## config.mk

```make
export PLATFORM = sky130hd
export DESIGN_NAME = dfd_dev_end_flat
export DESIGN_NICKNAME = d
export VERILOG_FILES = /design/src/rtl/dfd_pkg.sv /design/src/rtl/dfd_link_if.sv /design/src/rtl/dfd_dev_end.sv /design/src/flat_wrapper.sv
export SDC_FILE = /design/constraint.sdc
export NUM_CORES = 1
export LEC_CHECK = 0
export BUFFER_PORTS_ARGS = -buffer_cell sky130_fd_sc_hd__buf_2
export CAP_MARGIN = 20
export CORE_AREA = 5 5 108 160
export CTS_BUF_LIST = sky130_fd_sc_hd__clkbuf_16
export CTS_CLUSTER_SIZE = 25
export DETAILED_ROUTE_END_ITERATION = 10
export DIE_AREA = 0 0 113 165
export PLACE_DENSITY = 0.78
export SYNTH_ARGS = -nofsm -noshare
export SYNTH_HDL_FRONTEND = slang
export SYNTH_SLANG_ARGS = --single-unit
```

## constraint.sdc

```tcl
create_clock -name i_ref_clk -period 4.4 [get_ports i_ref_clk]
set_clock_uncertainty 0.2 [all_clocks]
set_input_delay 0.66 -clock i_ref_clk [delete_from_list [all_inputs] [get_ports i_ref_clk]]
set_output_delay 0.66 -clock i_ref_clk [all_outputs]
set_load 0.005 [all_outputs]
```

## src/rtl/dfd_pkg.sv

```systemverilog
// Shared constants and types for the display FIFO DMA request handshake.
// Assumes both ends run on the one host bus clock and include nothing else.
package dfd_pkg;

   // Width of one data word on the host bus.
   localparam int unsigned WORD_W = 32;
   // Width of a FIFO load, a limit or a demand count.
   localparam int unsigned LOAD_W = 7;
   // Width of the stop pulse length field.
   localparam int unsigned STOP_W = 5;
   // Input FIFO depth; one whole demand fill cycle is this many words.
   localparam logic [6:0] FIFO_SIZE = 7'h40;

   // Reset values of the device configuration.
   localparam logic       RST_ENABLE    = 1'b0;
   localparam logic       RST_MODE_DMD  = 1'b0;
   localparam logic       RST_DIR_IN    = 1'b1;
   localparam logic [4:0] RST_STOP_LEN  = 5'h07;
   localparam logic [6:0] RST_IN_LL     = 7'h3F;
   localparam logic [6:0] RST_OUT_UL    = 7'h01;

   // Host bus cycle timing: acknowledge low time and gap, in bus clocks.
   localparam logic [2:0] ACK_LOW_CYC  = 3'h4;
   localparam logic [2:0] ACK_GAP_CYC  = 3'h4;
   // Host cycle in the low phase at which read data is sampled.
   localparam logic [2:0] RD_SAMPLE_CYC = 3'h1;

   // Device request machine states.
   typedef enum logic [1:0] {
      DFD_S_IDLE   = 2'h0,
      DFD_S_DEMAND = 2'h1,
      DFD_S_EDGE   = 2'h2,
      DFD_S_STOP   = 2'h3
   } dfd_dev_st_t;

   // Host DMA channel states.
   typedef enum logic [1:0] {
      DFD_H_IDLE = 2'h0,
      DFD_H_LOW  = 2'h1,
      DFD_H_HIGH = 2'h2
   } dfd_host_st_t;

endpackage

```

## src/rtl/dfd_link_if.sv

```systemverilog
// Link between the display side DMA logic and the host DMA controller.
// Assumes both ends share one clock; the bench joins the two modports.
`timescale 1ns/1ns
interface dfd_link_if;
   logic        dma_request_out;       // Request, active high.
   logic        host_dma_stop_out;     // Stop pulse to the host, active high.
   logic        dma_acknowledge_in_n;  // Acknowledge, active low.
   logic        host_chip_select_n;    // Chip select of this device, active low.
   logic [31:0] host_wr_data;          // Word written by the host.
   logic [31:0] host_rd_data;          // Word read by the host.

   // The documented device end.
   modport device (
      output dma_request_out,
      output host_dma_stop_out,
      output host_rd_data,
      input  dma_acknowledge_in_n,
      input  host_chip_select_n,
      input  host_wr_data
   );

   // The host DMA controller end.
   modport host (
      input  dma_request_out,
      input  host_dma_stop_out,
      input  host_rd_data,
      output dma_acknowledge_in_n,
      output host_chip_select_n,
      output host_wr_data
   );
endinterface

```

## src/rtl/dfd_dev_end.sv

```systemverilog
// Display side DMA logic: paces host word transfers into and out of the FIFOs.
// Assumes the host drives the link on i_ref_clk and holds write data for the
// whole acknowledge low time; FIFO loads come from logic on the same clock.
//
// How it works
// - Request is signalled by driving it high.
// - Host acknowledges by pulling acknowledge low.
// - Acknowledge counts only with our chip select.
// - Stop output halts the host DMA controller.
// - Host should disable its channel before ours.
// - Demand level mode and edge mode both supported.
// - Demand length equals free or stored words.
// - Load counter, request until zero, then repeat.
// - Start when limit meets the FIFO load.
// - Request falls at zero count, edge acknowledge, full buffer or disable.
// - Full demand fill covers sixty four words.
// - Host starts edge transfers on rising request.
// - Edge request drops on first qualified acknowledge.
// - Toggle after each acknowledge, blind to host mode.
// - Software limits keep host blocks within FIFOs.
// - Data words travel the ordinary bus path.
// - Enable falling during transfer fires the stop.
// - Stop pulse length field, resets to seven.
// - Mode bit set selects demand, resets clear.
// - Direction set selects input FIFO, resets set.
`timescale 1ns/1ns
module dfd_dev_end (
   input  wire logic        i_ref_clk,               // Host bus clock.
   input  wire logic        i_srst,                  // Synchronous reset, high.
   dfd_link_if.device       link,                    // Link to the host.
   input  wire logic        i_cfg_wr,                // Loads all settings below.
   input  wire logic        i_dma_global_enable,     // DMA enable.
   input  wire logic        i_dma_mode_select,       // 1 demand, 0 edge mode.
   input  wire logic        i_dma_direction_select,  // 1 input FIFO, 0 output.
   input  wire logic [4:0]  i_stop_len,              // Stop pulse length.
   input  wire logic [6:0]  i_input_fifo_lower_limit,
   input  wire logic [6:0]  i_output_fifo_upper_limit,
   input  wire logic [6:0]  i_in_fifo_load,          // Words in input FIFO.
   input  wire logic [6:0]  i_out_fifo_load,         // Words in output FIFO.
   output logic             o_wr_valid,              // Buffered host word ready.
   output logic [31:0]      o_wr_data,               // Buffered host word.
   input  wire logic        i_wr_ready,              // Input FIFO takes word.
   input  wire logic [31:0] i_rd_data,               // Head of output FIFO.
   output logic             o_rd_pop,                // Output FIFO advance.
   output logic             o_busy                   // Request machine active.
);

   // All state of this end lives in one packed record.
   typedef struct packed {
      dfd_pkg::dfd_dev_st_t st;        // Request machine state.
      logic                 en;        // Global enable setting.
      logic                 demand;    // Mode setting.
      logic                 dir_in;    // Direction setting.
      logic [4:0]           stop_len;  // Stop pulse length setting.
      logic [6:0]           in_ll;     // Input FIFO lower limit.
      logic [6:0]           out_ul;    // Output FIFO upper limit.
      logic                 en_d;      // Enable one cycle ago.
      logic                 ack_s1;    // Acknowledge, first sync stage.
      logic                 ack_s2;    // Acknowledge, second sync stage.
      logic                 cs_s1;     // Chip select, first sync stage.
      logic                 cs_s2;     // Chip select, second sync stage.
      logic                 qual_d;    // Qualified acknowledge one cycle ago.
      logic [31:0]          wd_s1;     // Write data, first sync stage.
      logic [31:0]          wd_s2;     // Write data, second sync stage.
      logic [6:0]           cnt;       // Demand words still to request.
      logic [4:0]           stop_cnt;  // Stop pulse cycles left.
      logic                 req;       // Request pin.
      logic                 stop;      // Stop pin.
      logic [31:0]          rdata;     // Read data pin.
      logic                 rd_pop;    // Output FIFO advance pulse.
      logic                 busy;      // Machine not idle.
      logic [1:0]           vld;       // Buffer entry valid bits.
      logic [31:0]          buf0;      // Buffer head entry.
      logic [31:0]          buf1;      // Buffer second entry.
   } dfd_dev_rec_t;

   dfd_dev_rec_t r_r;                  // Registered state.
   dfd_dev_rec_t r_nxt;                // Next state.

   // Outputs come straight from the record's flip-flops.
   assign link.dma_request_out   = r_r.req;
   assign link.host_dma_stop_out = r_r.stop;
   assign link.host_rd_data      = r_r.rdata;
   assign o_wr_valid             = r_r.vld[0];
   assign o_wr_data              = r_r.buf0;
   assign o_rd_pop               = r_r.rd_pop;
   assign o_busy                 = r_r.busy;

   // Next state of the whole end.
   always_comb begin
      logic       qual;
      logic       take;
      logic       start;
      logic       room;
      logic       fall;
      logic [6:0] words;
      logic [1:0] v;
      logic [31:0] b0;
      logic [31:0] b1;
      qual  = 1'b0;
      take  = 1'b0;
      start = 1'b0;
      room  = 1'b0;
      fall  = 1'b0;
      words = 7'h00;
      v     = r_r.vld;
      b0    = r_r.buf0;
      b1    = r_r.buf1;
      r_nxt = r_r;

      // Link pins pass two flip-flops before anything looks at them.
      r_nxt.ack_s1 = link.dma_acknowledge_in_n;
      r_nxt.ack_s2 = r_r.ack_s1;
      r_nxt.cs_s1  = link.host_chip_select_n;
      r_nxt.cs_s2  = r_r.cs_s1;
      r_nxt.wd_s1  = link.host_wr_data;
      r_nxt.wd_s2  = r_r.wd_s1;

      // An acknowledge low without our select belongs to another device.
      qual         = ~r_r.ack_s2 & ~r_r.cs_s2;
      take         = qual & ~r_r.qual_d & r_r.en;
      r_nxt.qual_d = qual;

      // Settings load as one group so mode and direction never mix.
      if (i_cfg_wr) begin
         r_nxt.en       = i_dma_global_enable;
         r_nxt.demand   = i_dma_mode_select;
         r_nxt.dir_in   = i_dma_direction_select;
         r_nxt.stop_len = i_stop_len;
         r_nxt.in_ll    = i_input_fifo_lower_limit;
         r_nxt.out_ul   = i_output_fifo_upper_limit;
      end
      r_nxt.en_d = r_r.en;
      fall       = r_r.en_d & ~r_r.en;

      // Start test compares the programmed limit with the live load.
      if (r_r.dir_in) begin
         start = (r_r.in_ll >= i_in_fifo_load);
         words = dfd_pkg::FIFO_SIZE - i_in_fifo_load;
      end else begin
         start = (r_r.out_ul <= i_out_fifo_load);
         words = i_out_fifo_load;
      end

      // Each accepted word rides the ordinary data path, whatever the state,
      // because a host block may run on after our request has dropped.
      if (v[0] && i_wr_ready) begin
         b0 = b1;
         v  = {1'b0, v[1]};
      end
      if (take && r_r.dir_in && !v[1]) begin
         if (!v[0]) begin
            b0 = r_r.wd_s2;
         end else begin
            b1 = r_r.wd_s2;
         end
         v = {v[0], 1'b1};
      end
      r_nxt.vld  = v;
      r_nxt.buf0 = b0;
      r_nxt.buf1 = b1;

      // Read data follows the output FIFO head; each word read advances it.
      r_nxt.rdata  = i_rd_data;
      r_nxt.rd_pop = take & ~r_r.dir_in;

      // Request machine.
      case (r_r.st)
         dfd_pkg::DFD_S_IDLE: begin
            if (r_r.en && start) begin
               if (r_r.demand) begin
                  if (words != 7'h00) begin
                     r_nxt.cnt = words;
                     r_nxt.st  = dfd_pkg::DFD_S_DEMAND;
                  end
               end else begin
                  r_nxt.st = dfd_pkg::DFD_S_EDGE;
               end
            end
         end
         dfd_pkg::DFD_S_DEMAND: begin
            // Count words down; at zero fall back and test again.
            if (take) begin
               r_nxt.cnt = r_r.cnt - 7'h01;
               if (r_r.cnt == 7'h01) begin
                  r_nxt.st = dfd_pkg::DFD_S_IDLE;
               end
            end
         end
         dfd_pkg::DFD_S_EDGE: begin
            // Block, step and burst look alike here: one acknowledge ends it.
            if (take) begin
               r_nxt.st = dfd_pkg::DFD_S_IDLE;
            end
         end
         dfd_pkg::DFD_S_STOP: begin
            r_nxt.stop_cnt = r_r.stop_cnt - 5'h01;
            if (r_r.stop_cnt == 5'h01) begin
               r_nxt.st = dfd_pkg::DFD_S_IDLE;
            end
         end
         default: begin
            r_nxt.st = dfd_pkg::DFD_S_IDLE;
         end
      endcase

      // Disabling mid transfer aborts both controllers via the stop pin.
      if (fall && (r_r.st == dfd_pkg::DFD_S_DEMAND || r_r.st == dfd_pkg::DFD_S_EDGE)) begin
         r_nxt.st       = dfd_pkg::DFD_S_STOP;
         r_nxt.stop_cnt = (r_r.stop_len == 5'h00) ? 5'h01 : r_r.stop_len;
      end else if (!r_r.en && r_r.st != dfd_pkg::DFD_S_STOP) begin
         r_nxt.st = dfd_pkg::DFD_S_IDLE;
      end

      // A full buffer holds the demand request back so no written word is lost.
      room      = ~r_nxt.vld[1] | ~r_nxt.dir_in;
      r_nxt.req = ((r_nxt.st == dfd_pkg::DFD_S_DEMAND) && room)
                  || (r_nxt.st == dfd_pkg::DFD_S_EDGE);
      r_nxt.stop = (r_nxt.st == dfd_pkg::DFD_S_STOP);
      r_nxt.busy = (r_nxt.st != dfd_pkg::DFD_S_IDLE);
   end

   // Register the record; reset loads constants only.
   always_ff @(posedge i_ref_clk) begin
      if (i_srst) begin
         r_r          <= '0;
         r_r.st       <= dfd_pkg::DFD_S_IDLE;
         r_r.en       <= dfd_pkg::RST_ENABLE;
         r_r.demand   <= dfd_pkg::RST_MODE_DMD;
         r_r.dir_in   <= dfd_pkg::RST_DIR_IN;
         r_r.stop_len <= dfd_pkg::RST_STOP_LEN;
         r_r.in_ll    <= dfd_pkg::RST_IN_LL;
         r_r.out_ul   <= dfd_pkg::RST_OUT_UL;
         r_r.ack_s1   <= 1'b1;
         r_r.ack_s2   <= 1'b1;
         r_r.cs_s1    <= 1'b1;
         r_r.cs_s2    <= 1'b1;
      end else begin
         r_r <= r_nxt;
      end
   end

endmodule

```

## src/flat_wrapper.sv

```systemverilog
// flat-port wrapper written by rule: the top's interface ports become plain ports
module dfd_dev_end_flat 
  (i_ref_clk, i_srst, i_cfg_wr, i_dma_global_enable, i_dma_mode_select, i_dma_direction_select, i_stop_len, i_input_fifo_lower_limit, i_output_fifo_upper_limit, i_in_fifo_load, i_out_fifo_load, o_wr_valid, o_wr_data, i_wr_ready, i_rd_data, o_rd_pop, o_busy, link_dma_request_out, link_host_dma_stop_out, link_host_rd_data, link_dma_acknowledge_in_n, link_host_chip_select_n, link_host_wr_data);
  dfd_link_if link_i ();
  input  wire logic i_ref_clk;
  input  wire logic i_srst;
  input  wire logic i_cfg_wr;
  input  wire logic i_dma_global_enable;
  input  wire logic i_dma_mode_select;
  input  wire logic i_dma_direction_select;
  input  wire logic [4:0] i_stop_len;
  input  wire logic [6:0] i_input_fifo_lower_limit;
  input  wire logic [6:0] i_output_fifo_upper_limit;
  input  wire logic [6:0] i_in_fifo_load;
  input  wire logic [6:0] i_out_fifo_load;
  output logic o_wr_valid;
  output logic [31:0] o_wr_data;
  input  wire logic i_wr_ready;
  input  wire logic [31:0] i_rd_data;
  output logic o_rd_pop;
  output logic o_busy;
  output wire logic [$bits(link_i.dma_request_out)-1:0] link_dma_request_out;
  output wire logic [$bits(link_i.host_dma_stop_out)-1:0] link_host_dma_stop_out;
  output wire logic [$bits(link_i.host_rd_data)-1:0] link_host_rd_data;
  input wire logic [$bits(link_i.dma_acknowledge_in_n)-1:0] link_dma_acknowledge_in_n;
  input wire logic [$bits(link_i.host_chip_select_n)-1:0] link_host_chip_select_n;
  input wire logic [$bits(link_i.host_wr_data)-1:0] link_host_wr_data;
  assign link_dma_request_out = link_i.dma_request_out;
  assign link_host_dma_stop_out = link_i.host_dma_stop_out;
  assign link_host_rd_data = link_i.host_rd_data;
  assign link_i.dma_acknowledge_in_n = link_dma_acknowledge_in_n;
  assign link_i.host_chip_select_n = link_host_chip_select_n;
  assign link_i.host_wr_data = link_host_wr_data;
  dfd_dev_end u_core (.i_ref_clk(i_ref_clk), .i_srst(i_srst), .link(link_i), .i_cfg_wr(i_cfg_wr), .i_dma_global_enable(i_dma_global_enable), .i_dma_mode_select(i_dma_mode_select), .i_dma_direction_select(i_dma_direction_select), .i_stop_len(i_stop_len), .i_input_fifo_lower_limit(i_input_fifo_lower_limit), .i_output_fifo_upper_limit(i_output_fifo_upper_limit), .i_in_fifo_load(i_in_fifo_load), .i_out_fifo_load(i_out_fifo_load), .o_wr_valid(o_wr_valid), .o_wr_data(o_wr_data), .i_wr_ready(i_wr_ready), .i_rd_data(i_rd_data), .o_rd_pop(o_rd_pop), .o_busy(o_busy));
endmodule
```

==> impl_metrics.csv, run 1 <==
group,metric,value,unit
outcome,status,"completed",
flow_run,drv_cap,0,
floorplan,die_x,113,um
placed_design,dp_slack,1.04,ns
synthesis,post_synth_num_cell_types,54,
global_route,grt_pass1_vias,6177,
synthesis,mappedNetlistArea,8290,um^2
global_route,grt_pass1_wl,28.9,mm
worst_hold_path,whs_path_depth,2,
critical_path,cpMaxStageDelayCell,"or3b_2",
timing,final-hold-violation-count,0,
pwr,p_total,3820,uW
critical_path,cp_cell_sequence,"buf_2 > inv_1 > ha_1 > or3b_2 > o41ai_1 > a211oi_2 > o2111ai_2 > nand4_1 > a21o_2 > a211oi_2",
critical_path,crit_type,"primary input to flop",
synthesis,synth_cells,910,
timing,rsz0062_at_grt,"no",
critical_path,cp-start-kind,"primary input",
placed_design,post-dp-hpwl,12.0,mm
floorplan,num_rows,56,
timing,period_needed,2.88,ns
critical_path,ff2ff_path_depth,7,
global_route,grt_util_all_layers,18.6,%
timing,worst_slew_pin_slew,0.792,ns
clocking,htreeDepth,1,
worst_hold_path,min_path_type,"primary input to flop",
floorplan,initial_core_util,53.1,%
clocking,cts.sinks,208,
synthesis,ys_warn_count,0,
cells_and_area,syn_to_final_growth,13.6,%
clocking,numCtsBuffers,20,
synthesis,synth-seq-cells,208,
cells_and_area,final_cell_mix,"dfxtp_1, buf_2, nand2_1",
routing,ant_nets,0,
cells_and_area,seqCellArea,4160,um^2
critical_path,critPathRequiredTime,4.60,ns
global_route,grt_max_degree,117,
synthesis,ys_seq_area_share,50.2,%
synthesis,async_flop_share,0,%
clocking,cts_tree,"yes",
floorplan,die_area,18600,um^2
routing,drtIter0Drc,394,
pwr,power.density,406,nW/um^2
synthesis,synth_ff_type,"dfxtp_1",
synthesis,synth_nets,1039,
critical_path,worstPathArrival,3.08,ns
critical_path,r2r_setup_slack,1.61,ns
cells_and_area,layout_commonest_cell,"dfxtp_1",
cells_and_area,multi_input_area,3350,um^2
cells_and_area,fillers,1395,
routing,drc,0,
clocking,cts_buffer_depth,3,
routing,avgViaCountPerCell,5.20,
cells_and_area,layout-drive-gt1-share,22.1,%
timing,relSlewSlack,47.2,%
clocking,cts.hold.buffers_added,0,
cells_and_area,nNetsFinal,1121,
floorplan,core,15600,um^2
routing,wl,17.6,mm
timing,fmax,0.347,GHz
cells_and_area,antenna_cells,0,
critical_path,crit_path_max_incr_delay,0.49,ns
placed_design,io_buffers,174,
routing,dr.pass1.iters,4,
timing,drv_slew,0,
floorplan,die_h,165,um
global_route,grt-ovfl-total,0,
timing,finalCritPeriodShare,65.4,%
clocking,clk_latency,0.50,ns
timing,timing.final.ws_setup,1.52,ns
clocking,cts-root-buf,"clkbuf_16",
critical_path,cp_max_fo,5,
routing,routedWlPerCell,14.6,um
critical_path,end_kind,"flop",
pwr,power.leakage,0.00404,uW
floorplan,io_pins,175,
placed_design,gp_congestion,0.856,
timing,finalSetupTns,0,ns
routing,num_vias,6266,
clocking,clkTransAtPathRegs,0.07,ns
timing,setup_viol,0,
synthesis,synth_edf_count,0,
pwr,vdd_drop_max,0.000313,V
clocking,postCtsSetupBuffers,0,
clocking,cts-resized-gates,0,
synthesis,syn_area_per_cell,9.11,um^2
critical_path,cp_common_cell,"a211oi_2",
global_route,antenna_found_initial,0,
-- layout make-up --
class | instances | area share, %
inverters | 26 | 1.04
repair buffers | 180 | 9.93
clock inverters | 13 | 1.21
well taps | 203 | 2.70
multi-input cells | 556 | 35.6
clock buffers | 20 | 5.32
flip-flops and latches | 208 | 44.2
-- sequential cells by signal, summed over array words and instances (netlist names) --
| name | cells |
|---|---|
| u_core.o_rd_pop | 1 |
| u_core.link.dma_request_out | 1 |
| u_core.link.host_rd_data | 32 |
| u_core.r_nxt | 35 |
| u_core.r_r | 104 |
| u_core.o_wr_valid | 1 |
| u_core.o_busy | 1 |
| u_core.link.host_dma_stop_out | 1 |
| u_core.o_wr_data | 32 |
-- through the flow --
step / cell area [um^2] / std cells / utilization [%] / hold WS (ns)
floorplan: 8290 / 910 / - / 0.189
global placement: 8800 / 1173 / 56.3 / 0.194
detailed placement: 8800 / 1173 / 56.3 / 0.204
CTS: 9410 / 1206 / 60.2 / 0.150
global route: 9410 / 1206 / 60.2 / 0.145
finish: 9410 / 1206 / 60.2 / 0.164
-- Yosys cell counts (7+ instances only) --
cell type | count | area share (%)
inv_1 | 26 | 1.2
a311oi_1 | 32 | 3.4
buf_4 | 64 | 5.8
o21ai_0 | 14 | 0.85
nor2b_1 | 98 | 7.4
clkbuf_1 | 51 | 2.3
a21oi_1 | 51 | 3.1
mux2i_1 | 26 | 3.1
a211oi_1 | 7 | 0.63
nand3_1 | 40 | 2.4
xnor2_1 | 7 | 0.74
ha_1 | 23 | 3.5
nor2_1 | 64 | 2.9
nor3_1 | 10 | 0.60
dfxtp_1 | 208 | 50
nand2_1 | 125 | 5.7
-- per-layer routing --
layer  wire length, um  global-route usage, %  part of all wire (%)  vias up
li1                  -                      -                     -     3142
met4               289                   5.30                   1.6        0
met1              7230                   21.5                    41     2905
met5                 0                      0                     0        -
met3              1120                   3.56                   6.3       26
met2              9010                   34.7                    51      193
-- worst max-delay path: cells and delay by family --
family	cells	cell delay, ns
AOI/OAI and AO/OA	5	1.34
adders and majority gates	1	0.18
buffers and inverters	2	0.17
and+or+nand+nor	2	0.70
-- final timing paths --
path,startpoint,end
worst min-delay path,link_dma_acknowledge_in_n,u_core.r_nxt[181]
worst min register to register,u_core.r_nxt[179],u_core.r_r[179]
worst max register to register,u_core.r_nxt[183],u_core.link.host_dma_stop_out
worst max-delay path,i_in_fifo_load[1],u_core.link.host_dma_stop_out
-- cell families after synthesis --
kind of cell	after synthesis	share of synthesized area [%]
multiplexers	26	3.14
AND/OR/NAND/NOR	368	21.8
XOR/XNOR	8	0.845
buffers and inverters	146	9.52
AO/OA/AOI/OAI	131	11.0
adder cells (fa/ha/maj)	23	3.47
flip-flops	208	50.2
-- power breakdown --
| group | internal, uW | total [uW] | switching, uW |
|---|---|---|---|
| combinational | 109 | 222 | 113 |
| sequential | 1940 | 1970 | 26.1 |
| clock | 940 | 1630 | 690 |
| total | 2990 | 3820 | 829 |
No activity file was read; power rests on OpenSTA's default activity.
==> run 2: changes to the inputs <==
Settings changed: CORE_AREA 5 5 108 160 to 5 5 113 168, DIE_AREA 0 0 113 165 to 0 0 118 173, PLACE_DENSITY 0.78 to 0.74.
Clock period 4.4 ns to 2.39 ns, I/O delays scaled along.
==> run 2 against run 1 <==
  * Core utilization up 3.1 points
  * Sequential power up 84%
  * Worst hold slack worse by 0.14 ns
  * Global-route usage up 0.73 points
  * Wire length up 16%
  * Critical path type is now flop to flop
  * Largest power group unchanged
  * Highest routed layer unchanged
==> impl_metrics.csv, run 2 (synthesis results as in run 1) <==
group,metric,value,unit
outcome,status,"completed",
cells_and_area,nNetsFinal,1257,
timing,hold_ws,0.0270,ns
floorplan,die_h,173,um
critical_path,end_kind,"flop",
floorplan,num_rows,59,
clocking,htreeDepth,1,
clocking,numCtsBuffers,21,
timing,drv_slew,0,
timing,fmax,0.423,GHz
clocking,cts_buffer_depth,3,
cells_and_area,layout_commonest_cell,"dfxtp_1",
cells_and_area,final_util,63.4,%
critical_path,cp-start-kind,"flop",
clocking,clkTransAtPathRegs,0.06,ns
timing,timing.final.ws_setup,0.0270,ns
routing,drtIter0Drc,385,
global_route,grt_max_degree,105,
global_route,grt_pass1_wl,33.6,mm
pwr,power.density,663,nW/um^2
critical_path,crit_path_max_incr_delay,0.36,ns
clocking,cts_tree,"yes",
clocking,clk_latency,0.48,ns
floorplan,initial_core_util,48.0,%
pwr,vdd_drop_max,0.000573,V
timing,worst_slew_pin_slew,0.521,ns
timing,period_needed,2.36,ns
routing,drc,0,
timing,finalSetupTns,0,ns
floorplan,io_pins,175,
global_route,grt_pass1_vias,7038,
routing,routedWlPerCell,15.1,um
placed_design,io_buffers,174,
placed_design,postPlaceCellArea,9210,um^2
cells_and_area,final_area,10900,um^2
cells_and_area,largest_reg_flops,104,
floorplan,core,17300,um^2
timing,rsz0062_at_grt,"yes",
clocking,cts.sinks,208,
pwr,power.leakage,0.00468,uW
cells_and_area,largest_register,"u_core.r_r",
global_route,grt-ovfl-total,0,
critical_path,worstPathArrival,2.57,ns
routing,ant_nets,0,
flow_run,drv_cap,0,
global_route,antenna_found_initial,0,
cells_and_area,fillers,1398,
timing,relSlewSlack,65.0,%
routing,num_vias,6869,
timing,setup_viol,0,
global_route,grt_util_all_layers,19.3,%
cells_and_area,layout-drive-gt1-share,27.0,%
routing,avgViaCountPerCell,5.07,
floorplan,die_area,20400,um^2
timing,finalCritPeriodShare,98.9,%
routing,wl,20.5,mm
routing,dr.pass1.iters,4,
floorplan,die_x,118,um
clocking,cts-root-buf,"clkbuf_16",
placed_design,dp_slack,-0.421,ns
critical_path,critPathRequiredTime,2.60,ns
cells_and_area,antenna_cells,0,
placed_design,gp_congestion,0.894,
cells_and_area,final_cell_mix,"dfxtp_1, buf_2, nand2_1",
critical_path,cp_max_fo,5,
critical_path,cpMaxStageDelayCell,"dfxtp_2",
timing,final-hold-violation-count,0,
worst_hold_path,min_path_type,"primary input to flop",
placed_design,post-dp-hpwl,13.1,mm
cells_and_area,syn_to_final_growth,32.0,%
critical_path,cp_cell_sequence,"ha_4 > and4_1 > a21boi_2 > o31ai_2 > and3b_2 > nand4_1 > a21o_4 > a211oi_2",
critical_path,crit_type,"flop to flop",
[run 2: worst paths after layout]
path | startpoint | end | cells after the start | slack (ns)
worst max register to register | u_core.r_r[190] | u_core.link.host_dma_stop_out | 8 | 0.03
worst max-delay path | u_core.r_r[190] | u_core.link.host_dma_stop_out | 8 | 0.03
worst min-delay path | i_srst | u_core.r_r[201] | 2 | 0.03
worst min register to register | u_core.r_nxt[181] | u_core.r_r[181] | 1 | 0.20
[run 2: critical path, delay by kind of cell (launching register included)]
kind            cells  cell delay, ns
compound gates      4            0.85
fa+ha+maj           1            0.20
flops               1            0.36
simple gates        3            0.68
[run 2: power by group]
part,leakage [uW],switching [uW],internal [uW]
clock network,0.000322,1300,1710
registers,0.00171,51.0,3580
logic,0.00265,271,352
[run 2: routing by layer]
layer	up-vias	part of all wire [%]	GRT usage, %
met5	-	0	0
met4	0	3.0	5.93
met3	49	6.0	3.99
met2	225	53	36.6
met1	3172	38	21.4
li1	3423	-	-
[run 2: repair_timing]
action,4_1_cts,5_1_grt
gates resized for setup,12,34
hold endpoints to repair,88,0
hold buffers,89,0
endpoints found under the setup margin,12,12
pin swaps,8,14
setup buffers,0,4
cloned,0,0
[run 2: cell type report]
cell class / count / area, um^2 / area share [%]
flip-flops and latches: 208 / 4170 / 38.1
multi-input cells: 556 / 3560 / 32.6
repair buffers: 315 / 2200 / 20.1
clock buffers: 21 / 526 / 4.80
well taps: 213 / 267 / 2.43
inverters: 26 / 113 / 1.03
clock inverters: 16 / 101 / 0.926
[run 2: through the flow]
stage | power, uW | cells
after global routing | 7560 | 1355
final | 7260 | 1355
after floorplan | 3980 | 910
after detailed placement | 4170 | 1225
after global placement | 4160 | 1225
after CTS | 7290 | 1351
==> run 3: changes to the inputs <==
Settings changed: CORE_AREA 5 5 113 168 to 5 5 155 232, DIE_AREA 0 0 118 173 to 0 0 160 237, PLACE_DENSITY 0.74 to 0.45.
==> run 3 against run 2 <==
  * Total power rose by 8.0%
  * Fmax grew 1.5%
  * Core utilization fell by 29 points
  * Sequential share of layout area is 1.8 points lower
  * Register-to-register slack improved by 0.04 ns
  * Wire length up 12%
  * Cell count is 17% higher
  * Combinational power up 5.3%
  * Largest cell class unchanged
==> impl_metrics.csv, run 3 (synthesis results as in run 1) <==
group,metric,value,unit
cells_and_area,fillers,3469,
pwr,power.density,681,nW/um^2
global_route,grt_pass1_wl,37.2,mm
placed_design,post-dp-hpwl,15.2,mm
critical_path,cp_cell_sequence,"ha_4 > and4_4 > a21boi_4 > o31ai_4 > and3b_2 > nand4_1 > a21o_2 > a211oi_2",
clocking,cts_buffer_depth,3,
timing,setup_viol,0,
clocking,cts.sinks,208,
global_route,grt_util_all_layers,12.0,%
outcome,status,"completed",
floorplan,io_pins,175,
clocking,clkTransAtPathRegs,0.06,ns
routing,num_vias,6866,
clocking,numCtsBuffers,24,
critical_path,worstPathArrival,2.57,ns
cells_and_area,syn_to_final_growth,38.8,%
clocking,cts-root-buf,"clkbuf_16",
placed_design,dp_slack,-0.443,ns
floorplan,die_h,237,um
worst_hold_path,min_path_type,"primary input to flop",
routing,routedWlPerCell,14.5,um
timing,worst_slew_pin_slew,0.448,ns
global_route,grt-ovfl-total,0,
placed_design,gp_congestion,0.802,
floorplan,die_area,37900,um^2
floorplan,die_x,160,um
floorplan,initial_core_util,24.6,%
critical_path,crit_path_max_incr_delay,0.36,ns
floorplan,num_rows,83,
pwr,p_total,7830,uW
critical_path,cp-start-kind,"flop",
critical_path,crit_buf_inv,0,
critical_path,cp_max_fo,5,
clocking,clk_latency,0.52,ns
cells_and_area,multi_input_area,3580,um^2
timing,fmax,0.430,GHz
critical_path,crit_type,"flop to flop",
clocking,htreeDepth,1,
pwr,vdd_drop_max,0.000453,V
timing,period_needed,2.33,ns
critical_path,end_kind,"flop",
global_route,grt_pass1_vias,7139,
global_route,grt_max_degree,78,
critical_path,critPathRequiredTime,2.63,ns
cells_and_area,layout_commonest_cell,"dfxtp_1",
global_route,antenna_found_initial,1,
timing,rsz0062_at_grt,"yes",
timing,finalSetupTns,0,ns
cells_and_area,largest_register,"u_core.r_r",
routing,avgViaCountPerCell,4.33,
cells_and_area,nNetsFinal,1273,
cells_and_area,final_cell_mix,"dfxtp_1, buf_2, nand2_1",
pwr,power.leakage,0.00482,uW
routing,drtIter0Drc,202,
timing,drv_slew,0,
timing,relSlewSlack,70.2,%
cells_and_area,seqCellArea,4180,um^2
cells_and_area,largest_reg_flops,104,
critical_path,cpMaxStageDelayCell,"dfxtp_2",
clocking,cts_tree,"yes",
cells_and_area,layout-drive-gt1-share,26.7,%
floorplan,core,33800,um^2
timing,finalCritPeriodShare,97.4,%
timing,timing.final.ws_setup,0.0629,ns
routing,ant_nets,0,
timing,final-hold-violation-count,0,
critical_path,cp_top_family,"compound AO/OA/AOI/OAI gates",
flow_run,drv_cap,0,
routing,wl,23.0,mm
routing,drc,0,
placed_design,io_buffers,174,
routing,dr.pass1.iters,6,
[run 3: what timing repair did]
| item | 4_1_cts | 5_1_grt |
|---|---|---|
| endpoints found under the setup margin | 12 | 16 |
| hold endpoints to repair | 96 | 0 |
| pin swaps | 4 | 16 |
| gates resized for setup | 11 | 32 |
| hold buffers | 103 | 0 |
| setup buffers | 1 | 1 |
[run 3: through the flow]
| step | hold WS [ns] | std cells | cell area, um^2 | util [%] |
|---|---|---|---|---|
| floorplan | 0.189 | 910 | 8350 | - |
| global placement | 0.196 | 1438 | 9500 | 28.1 |
| detailed placement | 0.196 | 1438 | 9500 | 28.1 |
| CTS | 0.101 | 1583 | 11300 | 33.6 |
| global route | 0.143 | 1585 | 11500 | 34.1 |
| finish | 0.119 | 1585 | 11500 | 34.1 |
[run 3: routing by layer]
| layer | share of wire [%] | vias up | global-route usage [%] | wire length [um] |
|---|---|---|---|---|
| met5 | 0 | - | 0 | 0 |
| met4 | 2.2 | 0 | 3.99 | 505 |
| met3 | 5.6 | 36 | 2.72 | 1290 |
| met2 | 54 | 158 | 22.8 | 12400 |
| met1 | 38 | 3219 | 12.9 | 8830 |
| li1 | - | 3453 | - | - |
[run 3: area by class of cell]
cell class / count / share of cell area, %
Antenna cell: 1 / 0.0218
Clock inverter: 16 / 1.13
Clock buffer: 25 / 5.44
Multi-Input combinational cell: 556 / 31.1
Sequential cell: 208 / 36.3
Inverter: 26 / 0.979
Timing Repair Buffer: 328 / 20.3
Tap cell: 425 / 4.62
[run 3: report_power, final]
| part | leakage, uW | switching (uW) | internal, uW |
|---|---|---|---|
| sequential | 0.00171 | 45.7 | 3580 |
| combinational | 0.00273 | 282 | 374 |
| clock | 0.000383 | 1460 | 2090 |
| total | 0.00482 | 1790 | 6040 |
[run 3: final timing paths]
kind | from | endpoint | slack [ns] | depth (start not counted)
min | i_cfg_wr | u_core.r_r[184] | 0.12 | 3
max | u_core.r_r[190] | u_core.link.host_dma_stop_out | 0.06 | 8
min reg2reg | u_core.r_nxt[179] | u_core.r_r[179] | 0.21 | 1
max reg2reg | u_core.r_r[190] | u_core.link.host_dma_stop_out | 0.06 | 8
[run 3: worst min-delay path, delay by kind of cell]
kind	cells	cell delay (ns)
buffers and inverters	2	0.32
AO/OA/AOI/OAI	1	0.11
